--- src/design/sgsl_params.svh ---
// Purpose: Offsets, field positions, reset values and timing counts
//          for the serial gateway status LED.
// Assumes: 10 MHz system clock, 8-bit register port, 4-bit address.
// Notes:   Definitions only; include by bare name.
`ifndef SGSL_PARAMS_SVH
`define SGSL_PARAMS_SVH

// ****************************************************************
// Register offsets on the register port
// ****************************************************************
`define SGSL_CTRL_OFS 4'h0
`define SGSL_SCRLED_OFS 4'h1
`define SGSL_STATUS_OFS 4'h2
`define SGSL_STATE_OFS 4'h3

// ****************************************************************
// Field positions and reset values
// ****************************************************************
`define SGSL_MODE_LSB 0
`define SGSL_MODE_MSB 1
`define SGSL_RUNLED_BIT 0
`define SGSL_ERRLED_BIT 1
`define SGSL_MODE_RST 2'h0
`define SGSL_LED_RST 1'h0

// ****************************************************************
// Timing: clock rate, millisecond tick, pattern phases in ms
// ****************************************************************
`define SGSL_CLK_PERIOD_NS 100
`define SGSL_MS_NS 1000000
`define SGSL_MS_CYCLES (`SGSL_MS_NS / `SGSL_CLK_PERIOD_NS)
`define SGSL_MS_W 10
`define SGSL_B5_ON_MS 10'h064
`define SGSL_B5_OFF_MS 10'h064
`define SGSL_B1_ON_MS 10'h1f4
`define SGSL_B1_OFF_MS 10'h1f4
`define SGSL_FL_ON_MS 10'h0c8
`define SGSL_FL_OFF_MS 10'h3e8
`define SGSL_OK_SHOW_MS 10'h1f4

`endif

--- src/design/sgsl_pkg.sv ---
// Purpose: Types shared by the status LED design.
// Assumes: Nothing beyond the constants header.
// Notes:   Script states are one-hot.
package sgsl_pkg;

  // ****************************************************************
  // Protocol mode held in the control register
  // ****************************************************************
  typedef enum logic [1:0] {
    SGSL_MODE_MB = 2'h0,
    SGSL_MODE_ASC = 2'h1,
    SGSL_MODE_SCR = 2'h2
  } sgsl_mode_t;

  // ****************************************************************
  // Displayed pattern
  // ****************************************************************
  typedef enum logic [2:0] {
    SGSL_PAT_OFF = 3'h0,
    SGSL_PAT_GRN = 3'h1,
    SGSL_PAT_RED = 3'h2,
    SGSL_PAT_GRN5 = 3'h3,
    SGSL_PAT_RED5 = 3'h4,
    SGSL_PAT_RED1 = 3'h5,
    SGSL_PAT_FLASH = 3'h6
  } sgsl_pat_t;

  // ****************************************************************
  // Script startup sequence states
  // ****************************************************************
  typedef enum logic [4:0] {
    SGSL_ST_BOOT = 5'h01,
    SGSL_ST_LOAD = 5'h02,
    SGSL_ST_SHOW = 5'h04,
    SGSL_ST_WAIT = 5'h08,
    SGSL_ST_RUN = 5'h10
  } sgsl_state_t;

endpackage : sgsl_pkg

--- src/design/sgsl_phase_timer.sv ---
// Purpose: Lit/dark phase timer for one blink or flash pattern.
// Assumes: msTick is a one-cycle pulse once per millisecond.
// Notes:   restart forces the lit phase from count zero.
`timescale 1ns/1ps

module sgsl_phase_timer #(
  parameter int CW = 10
) (
  // Clock and reset
  input wire logic clock,
  input wire logic arst_n,
  // Timing control
  input wire logic msTick,
  input wire logic restart,
  input wire logic [CW-1:0] onMs,
  input wire logic [CW-1:0] offMs,
  // Phase state
  output logic phaseLit,
  output logic [CW-1:0] phaseCnt
);

  logic lit_q;
  logic lit_d;
  logic [CW-1:0] cnt_q;
  logic [CW-1:0] cnt_d;

  // Length of the phase now running and its last tick
  wire logic [CW-1:0] phaseLen = lit_q ? onMs : offMs;
  wire logic phaseEnd = msTick && (cnt_q == phaseLen - CW'(1));

  // Restart beats the phase end so a new pattern opens lit
  always_comb begin
    lit_d = lit_q;
    cnt_d = cnt_q;
    if (restart) begin
      lit_d = 1'h1;
      cnt_d = '0;
    end else if (phaseEnd) begin
      lit_d = !lit_q;
      cnt_d = '0;
    end else if (msTick) begin
      cnt_d = cnt_q + CW'(1);
    end
  end

  always_ff @(posedge clock or negedge arst_n) begin
    if (!arst_n) begin
      lit_q <= 1'h1;
      cnt_q <= '0;
    end else begin
      lit_q <= lit_d;
      cnt_q <= cnt_d;
    end
  end

  assign phaseLit = lit_q;
  assign phaseCnt = cnt_q;

endmodule : sgsl_phase_timer

--- src/design/sgsl_status_led.sv ---
// Purpose: Duo status LED driver for the serial protocol gateway.
// Assumes: Status flags synchronous to clock; event flags one cycle.
// Notes:   LED outputs are registered, one cycle behind status flags, two behind event flags.
`timescale 1ns/1ps
`include "sgsl_params.svh"

module sgsl_status_led #(
  parameter int MS_CYCLES = `SGSL_MS_CYCLES
) (
  // Clock and reset
  input wire logic clock,
  input wire logic arst_n,
  // Register port
  input wire logic [3:0] regAddr,
  input wire logic [7:0] regWrData,
  input wire logic regWr,
  input wire logic regRd,
  output logic [7:0] regRdData,
  // Shared protocol status
  input wire logic initBusy,
  input wire logic cfgValid,
  // Modbus RTU status
  input wire logic mbMaster,
  input wire logic mbExcResp,
  input wire logic mbRxErr,
  input wire logic mbTimeout,
  input wire logic mbBadFunc,
  input wire logic mbBadAddr,
  input wire logic mbAppErr,
  input wire logic mbSeqOk,
  // ASCII status
  input wire logic ascTraffic,
  input wire logic ascReady,
  input wire logic ascStop,
  // Script firmware status
  input wire logic scrSearch,
  input wire logic scrLoadOk,
  input wire logic scrStart,
  input wire logic scrNoScript,
  input wire logic scrError,
  input wire logic scrHalted,
  // Duo LED
  output logic ledRed,
  output logic ledGreen
);

  localparam int MSW = $clog2(MS_CYCLES);
  localparam int TW = `SGSL_MS_W;

  // ****************************************************************
  // State
  // ****************************************************************
  logic [1:0] mode_q;
  logic runLed_q;
  logic errLed_q;
  logic err_q, err_d;
  sgsl_pkg::sgsl_state_t st_q, st_d;
  logic [TW-1:0] okCnt_q, okCnt_d;
  sgsl_pkg::sgsl_pat_t pat, pat_q;
  logic [MSW-1:0] msCnt_q, msCnt_d;
  logic ledRed_q, ledRed_d;
  logic ledGreen_q, ledGreen_d;
  logic msTick;
  logic own_q;
  logic [7:0] rdData_q, rdData_d;
  logic phaseLit;
  logic [TW-1:0] phaseCnt;

  // ****************************************************************
  // Register decode
  // ****************************************************************
  wire logic wrCtrl = regWr && (regAddr == `SGSL_CTRL_OFS);
  wire logic wrScr = regWr && (regAddr == `SGSL_SCRLED_OFS);
  wire logic isMb = mode_q == sgsl_pkg::SGSL_MODE_MB;
  wire logic isAsc = mode_q == sgsl_pkg::SGSL_MODE_ASC;
  wire logic isScr = mode_q == sgsl_pkg::SGSL_MODE_SCR;

  // ****************************************************************
  // Modbus error capture
  // ****************************************************************
  // Master and slave see different error sources
  wire logic mbMasterErr = mbMaster
                           && (mbExcResp || mbRxErr || mbTimeout);
  wire logic mbSlaveErr = !mbMaster && (mbBadFunc || mbBadAddr
                           || mbRxErr || mbAppErr);
  wire logic mbErrEvt = isMb && (mbMasterErr || mbSlaveErr);
  // A new error in the clearing cycle wins, so none is lost
  assign err_d = mbErrEvt ? 1'h1 : (mbSeqOk ? 1'h0 : err_q);

  // ****************************************************************
  // Script startup sequence
  // ****************************************************************
  wire logic okDone = msTick && (okCnt_q == `SGSL_OK_SHOW_MS - TW'(1));
  wire logic scrRun = isScr && (st_q == sgsl_pkg::SGSL_ST_RUN);
  wire logic scrHalt = scrError || scrHalted;
  wire logic scriptOwn = scrRun && !scrHalt;

  // A fresh download always restarts the sequence from the search
  always_comb begin
    st_d = st_q;
    if (scrSearch) begin
      st_d = sgsl_pkg::SGSL_ST_LOAD;
    end else begin
      case (st_q)
        sgsl_pkg::SGSL_ST_BOOT: st_d = st_q;
        sgsl_pkg::SGSL_ST_LOAD: begin
          if (scrLoadOk) begin
            st_d = sgsl_pkg::SGSL_ST_SHOW;
          end else if (scrNoScript) begin
            st_d = sgsl_pkg::SGSL_ST_BOOT;
          end
        end
        sgsl_pkg::SGSL_ST_SHOW: begin
          if (okDone) begin
            st_d = sgsl_pkg::SGSL_ST_WAIT;
          end
        end
        sgsl_pkg::SGSL_ST_WAIT: begin
          if (scrStart) begin
            st_d = sgsl_pkg::SGSL_ST_RUN;
          end
        end
        sgsl_pkg::SGSL_ST_RUN: st_d = st_q;
        default: st_d = sgsl_pkg::SGSL_ST_BOOT;
      endcase
    end
  end

  // Green show time counts whole milliseconds inside SHOW only
  assign okCnt_d = (st_q != sgsl_pkg::SGSL_ST_SHOW || okDone) ? '0
                   : (msTick ? okCnt_q + TW'(1) : okCnt_q);

  // ****************************************************************
  // Pattern selection per mode
  // ****************************************************************
  wire sgsl_pkg::sgsl_pat_t mbPat =
    (initBusy || !cfgValid) ? sgsl_pkg::SGSL_PAT_OFF
    : err_q ? sgsl_pkg::SGSL_PAT_RED
    : sgsl_pkg::SGSL_PAT_GRN;
  wire sgsl_pkg::sgsl_pat_t ascPat =
    initBusy ? sgsl_pkg::SGSL_PAT_OFF
    : !cfgValid ? sgsl_pkg::SGSL_PAT_RED1
    : ascStop ? sgsl_pkg::SGSL_PAT_RED5
    : ascTraffic ? sgsl_pkg::SGSL_PAT_GRN5
    : ascReady ? sgsl_pkg::SGSL_PAT_GRN
    : sgsl_pkg::SGSL_PAT_OFF;
  wire sgsl_pkg::sgsl_pat_t scrPat =
    (st_q == sgsl_pkg::SGSL_ST_LOAD) ? sgsl_pkg::SGSL_PAT_RED
    : (st_q == sgsl_pkg::SGSL_ST_SHOW) ? sgsl_pkg::SGSL_PAT_GRN
    : (st_q == sgsl_pkg::SGSL_ST_BOOT && scrNoScript)
      ? sgsl_pkg::SGSL_PAT_FLASH
    : (st_q == sgsl_pkg::SGSL_ST_RUN && scrHalt)
      ? sgsl_pkg::SGSL_PAT_FLASH
    : sgsl_pkg::SGSL_PAT_OFF;
  assign pat = isMb ? mbPat : isAsc ? ascPat
               : isScr ? scrPat : sgsl_pkg::SGSL_PAT_OFF;

  // Phase lengths; steady patterns ignore them
  wire logic [TW-1:0] onMs =
    (pat == sgsl_pkg::SGSL_PAT_RED1) ? `SGSL_B1_ON_MS
    : (pat == sgsl_pkg::SGSL_PAT_FLASH) ? `SGSL_FL_ON_MS
    : `SGSL_B5_ON_MS;
  wire logic [TW-1:0] offMs =
    (pat == sgsl_pkg::SGSL_PAT_RED1) ? `SGSL_B1_OFF_MS
    : (pat == sgsl_pkg::SGSL_PAT_FLASH) ? `SGSL_FL_OFF_MS
    : `SGSL_B5_OFF_MS;

  // ****************************************************************
  // Millisecond prescaler and phase timer
  // ****************************************************************
  // Restarting the prescaler too keeps the first phase full length
  wire logic restart = pat != pat_q;
  assign msTick = msCnt_q == MSW'(MS_CYCLES - 1);
  assign msCnt_d = (restart || msTick) ? '0 : msCnt_q + MSW'(1);

  sgsl_phase_timer #(
    .CW(TW)
  ) u_sgsl_phase_timer (
    .clock(clock),
    .arst_n(arst_n),
    .msTick(msTick),
    .restart(restart),
    .onMs(onMs),
    .offMs(offMs),
    .phaseLit(phaseLit),
    .phaseCnt(phaseCnt)
  );

  // ****************************************************************
  // LED drive
  // ****************************************************************
  // On a restart the old phase is stale; the new one opens lit
  wire logic litNow = restart || phaseLit;
  wire logic redBlink = (pat == sgsl_pkg::SGSL_PAT_RED5)
                        || (pat == sgsl_pkg::SGSL_PAT_RED1)
                        || (pat == sgsl_pkg::SGSL_PAT_FLASH);
  // One colour per pattern outside script control
  assign ledRed_d = scriptOwn ? errLed_q
                    : (pat == sgsl_pkg::SGSL_PAT_RED)
                      || (redBlink && litNow);
  // Halted script: green frozen at the script's last request
  assign ledGreen_d = scrRun ? runLed_q
                      : (pat == sgsl_pkg::SGSL_PAT_GRN)
                        || (pat == sgsl_pkg::SGSL_PAT_GRN5
                            && litNow);

  // ****************************************************************
  // Read data: valid only in the cycle after the read strobe
  // ****************************************************************
  wire logic [7:0] statusWord = {own_q, pat_q, phaseLit, err_q,
                                 ledGreen_q, ledRed_q};
  wire logic [7:0] rdMux =
    (regAddr == `SGSL_CTRL_OFS) ? {6'h00, mode_q}
    : (regAddr == `SGSL_SCRLED_OFS) ? {6'h00, errLed_q, runLed_q}
    : (regAddr == `SGSL_STATUS_OFS) ? statusWord
    : (regAddr == `SGSL_STATE_OFS) ? {3'h0, st_q}
    : 8'h00;
  assign rdData_d = regRd ? rdMux : 8'h00;

  // ****************************************************************
  // Flip-flops
  // ****************************************************************
  // Software-written control
  always_ff @(posedge clock or negedge arst_n) begin
    if (!arst_n) begin
      mode_q <= `SGSL_MODE_RST;
      runLed_q <= `SGSL_LED_RST;
      errLed_q <= `SGSL_LED_RST;
    end else begin
      if (wrCtrl) begin
        mode_q <= regWrData[`SGSL_MODE_MSB:`SGSL_MODE_LSB];
      end
      if (wrScr) begin
        runLed_q <= regWrData[`SGSL_RUNLED_BIT];
        errLed_q <= regWrData[`SGSL_ERRLED_BIT];
      end
    end
  end

  // Protocol state, timers and pattern history
  always_ff @(posedge clock or negedge arst_n) begin
    if (!arst_n) begin
      err_q <= 1'h0;
      st_q <= sgsl_pkg::SGSL_ST_BOOT;
      okCnt_q <= '0;
      pat_q <= sgsl_pkg::SGSL_PAT_OFF;
      msCnt_q <= '0;
    end else begin
      err_q <= err_d;
      st_q <= st_d;
      okCnt_q <= okCnt_d;
      pat_q <= pat;
      msCnt_q <= msCnt_d;
    end
  end

  // Registered outputs
  always_ff @(posedge clock or negedge arst_n) begin
    if (!arst_n) begin
      ledRed_q <= 1'h0;
      ledGreen_q <= 1'h0;
      own_q <= 1'h0;
      rdData_q <= 8'h00;
    end else begin
      ledRed_q <= ledRed_d;
      ledGreen_q <= ledGreen_d;
      own_q <= scrRun;
      rdData_q <= rdData_d;
    end
  end

  assign ledRed = ledRed_q;
  assign ledGreen = ledGreen_q;
  assign regRdData = rdData_q;
endmodule : sgsl_status_led

--- config.mk ---
export PLATFORM = sky130hd
export DESIGN_NAME = sgsl_status_led
export DESIGN_NICKNAME = d
export VERILOG_FILES = /design/src/design/sgsl_pkg.sv /design/src/design/sgsl_phase_timer.sv /design/src/design/sgsl_status_led.sv
export VERILOG_INCLUDE_DIRS = /design/src /design/src/design
export SDC_FILE = /design/constraint.sdc
export NUM_CORES = 1
export LEC_CHECK = 0
export ABC_AREA = 1
export BUFFER_PORTS_ARGS = -buffer_cell sky130_fd_sc_hd__buf_4
export CAP_MARGIN = 25
export CORE_MARGIN = 5
export CORE_UTILIZATION = 53
export DETAILED_ROUTE_END_ITERATION = 10
export PLACE_DENSITY = 0.78
export SLEW_MARGIN = 20
export SYNTH_ARGS = -nofsm -noshare
export SYNTH_HDL_FRONTEND = slang
export SYNTH_HIERARCHICAL = 1
export SYNTH_SLANG_ARGS = --single-unit
export TNS_END_PERCENT = 30
--- constraint.sdc ---
create_clock -name clock -period 6.5 [get_ports clock]
set_input_delay 0.65 -clock clock [delete_from_list [all_inputs] [get_ports clock]]
set_output_delay 0.65 -clock clock [all_outputs]
set_load 0.1 [all_outputs]
==> flow_summary.yaml <==
run_status:
  status: "completed"
floorplan:
  coreArea_mm2: 0.00729
  ios: 45
  initial_core_util_pct: 54.9
  fp.dieW_um: 96.9
  core.rowCount: 31
  die_y_um: 96.9
  dieArea_mm2: 0.00939
power_and_ir_drop:
  p_leak_nw: 2.26
  power.density_mw_per_mm2: 217
  ir_worst_vdd_mv: 0.151
timing:
  finalCritPeriodShare_pct: 42.8
  fin_crit_ns: 2.78
  setup_viol_count_final: 0
  tightest_slew_ns: 0.723
  finClkSkew_ns: 0.0103
  hold_ws_ns: 0.350
  finalMaxSlewViolations: 0
  fmax_ghz: 0.359
  rsz0062_at_grt: "no"
  final.setup.tns_ns: 0
  maxSlewHeadroom_pct: 51.8
  finalHoldViolations: 0
route:
  wl_per_cell_um: 11.8
  num_vias: 3515
  drt_pass1_iterations: 6
  drc_errors: 0
  viasPerCell: 5.06
  drt-total-wl_um: 8230
  ant_nets: 0
  drt_iter0_markers: 151
worst_setup_path:
  cp_cell_sequence: "buf_4 -> inv_1 -> nand2_1 -> o21ai_0 -> nand3_2 -> o21ai_0 -> inv_1 -> nand2_1 -> o21ai_2 -> xor2_1 -> inv_1 -> nand2_1 -> nand3_1 -> inv_2 -> nand3_4 -> nand2_8 -> nor2_2"
  criticalPathCategory: "in2reg"
  setup.worst_path.end_class: "flip-flop"
  start_kind: "input pin"
  cpMaxStageDelayCell: "o21ai_0"
  critical_path_buf_inv_count: 5
  path_delay_family: "compound AO/OA/AOI/OAI gates"
  slowest_delay_ns: 0.50
  required_ns: 6.71
  cp.arrival_ns: 2.99
  ff2ff_path_depth: 17
  path_max_fanout: 8
  worst-path-stages: 17
clock_tree:
  post_cts_buffers: 0
  cts_tree: "done"
  clockRootBuffer: "clkbuf_8"
  clkSinkCount: 59
  worstSkewPairLatency_ns: 0.33
  htreeDepth: 3
  clkTransAtPathRegs_ns: 0.07
  cts_resized: 0
  cts_hold_buf: 0
  clockBufferDepth: 2
  cts_buffers: 9
global_routing:
  grt_pass1_wl_um: 14600
  grtUsageTotal_pct: 18.4
  overflow: 0
  grt_antenna_before_repair: 0
  grt_pass1_vias: 3352
  grt_max_degree: 60
finish:
  final_area_mm2: 0.00458
  syn_to_final_growth_pct: 14.4
  fillers: 666
  drive_gt1_share_pct: 21.6
  diodes: 0
  nets: 630
  final_core_util_pct: 62.8
  multi_input_area_mm2: 0.00214
  fin_cells: 695
  seq_area_mm2: 0.00148
logic_synthesis:
  synth_top_area_cell: "dfrtp_1"
  synth_cell_types: 39
  synth_top_area_share_pct: 35.6
  synth_area_leaders: "dfrtp_1 36%, nand2_1 12%, inv_1 8.2%"
  synth.most_common_cell: "nand2_1"
  ys.flop_type: "dfrtp_1"
  ys_seq_area_share_pct: 36.9
  postSynthAreaPerCell_um2: 7.40
  postSynthCellCount: 541
  async_flop_share_pct: 100
  ys_top_cells_by_count: "124 x nand2_1, 87 x inv_1, 57 x dfrtp_1"
  synth.cell_area_mm2: 0.00400
  ys_ff_latch: 59
  synth_edf_count: 0
  yosysWarnings: 6
placement:
  place.gp.congestion: 0.867
  postPlaceCellArea_mm2: 0.00438
  place_hpwl_um: 6290
  dp_cells: 679
  io_buffers: 38
min_path:
  hp-class: "in2async"
job:
  maxCapViolCount: 0
registers in the layout (all words and copies together) (netlist names), 2 cells and up:
register	count
regRdData	8
mode_q	2
pat_q	3
st_q	5
okCnt_q	10
msCnt_q	14
u_sgsl_phase_timer/phaseCnt	10
cell type report:
| cell class | instances | share of cell area (%) |
|---|---|---|
| Clock buffer | 10 | 3.01 |
| Multi-Input combinational cell | 390 | 46.7 |
| Timing Repair Buffer | 38 | 6.23 |
| Tap cell | 99 | 2.71 |
| Inverter | 93 | 7.68 |
| Sequential cell | 59 | 32.3 |
| Clock inverter | 6 | 1.42 |
metrics by stage:
stage	setup slack, ns	power [W]
after CTS	3.73	0.00101
after floorplan	3.98	0.000607
after detailed placement	3.43	0.000668
after global placement	3.51	0.000661
after global routing	3.41	0.00106
final	3.72	0.000995
logic make-up after synthesis:
family	after synthesis	synth area share [%]
buffers and inverters	98	10.3
other	2	0.188
XOR/XNOR	18	3.94
adder cells (fa/ha/maj)	4	1.25
AND/OR/NAND/NOR	313	40.5
AO/OA/AOI/OAI	47	6.91
flip-flops	59	36.9
power breakdown:
| group | internal [W] | leakage, nW | switching (W) |
|---|---|---|---|
| sequential | 0.000394 | 0.799 | 0.0000249 |
| clock | 0.000187 | 0.102 | 0.000146 |
| combinational | 0.0000700 | 1.36 | 0.000173 |
layout by cell type (no fill, tap or decap), types with 2 or more instances in the layout:
cell type and n:
nand2_1 124, inv_1 87, dfrtp_1 57, nand3_1 49, nor2_1 38, buf_4 38, nor2_2 25, o21ai_0 23
nand4_1 16, xor2_1 15, nand2_2 14, nor3_1 13, a21oi_1 10, clkbuf_8 10, conb_1 8, nand2_4 8
nor2_4 6, inv_2 5, nand3_2 4, nand3b_1 4, nor4_1 4, ha_1 4, o311ai_0 3, a31oi_1 3
xnor2_1 3, o21ai_2 3, o211ai_1 2, a31o_2 2, clkinv_2 2, clkinv_4 2, dfstp_2 2, nand3_4 2
worst register-to-register path, delay by kind of cell (launching register included):
family	cells	cell delay, ns
AO/OA/AOI/OAI	2	0.58
XOR/XNOR	1	0.21
buffers and inverters	4	0.37
flip-flops	1	0.43
AND/OR/NAND/NOR	10	1.08
final timing paths:
check                                from                             end  slack, ns
worst max-delay path             initBusy  u_sgsl_phase_timer/phaseCnt[7]       3.72
worst min-delay path               arst_n                      okCnt_q[4]       0.35
worst max register to register  mode_q[1]  u_sgsl_phase_timer/phaseCnt[7]       3.72
worst min register to register      own_q                    regRdData[7]       0.48
max in group asynchronous          arst_n                      msCnt_q[6]       5.64
min in group clock                  own_q                    regRdData[7]       0.48
layer usage:
layer / share of wire, % / GRT usage (%) / vias up
met5: 0 / 0 / -
met4: 2.1 / 8.42 / 0
met3: 3.9 / 4.39 / 15
met2: 48 / 30.0 / 64
met1: 46 / 23.1 / 1626
li1: - / - / 1810
No activity file was read; power rests on OpenSTA's default activity.
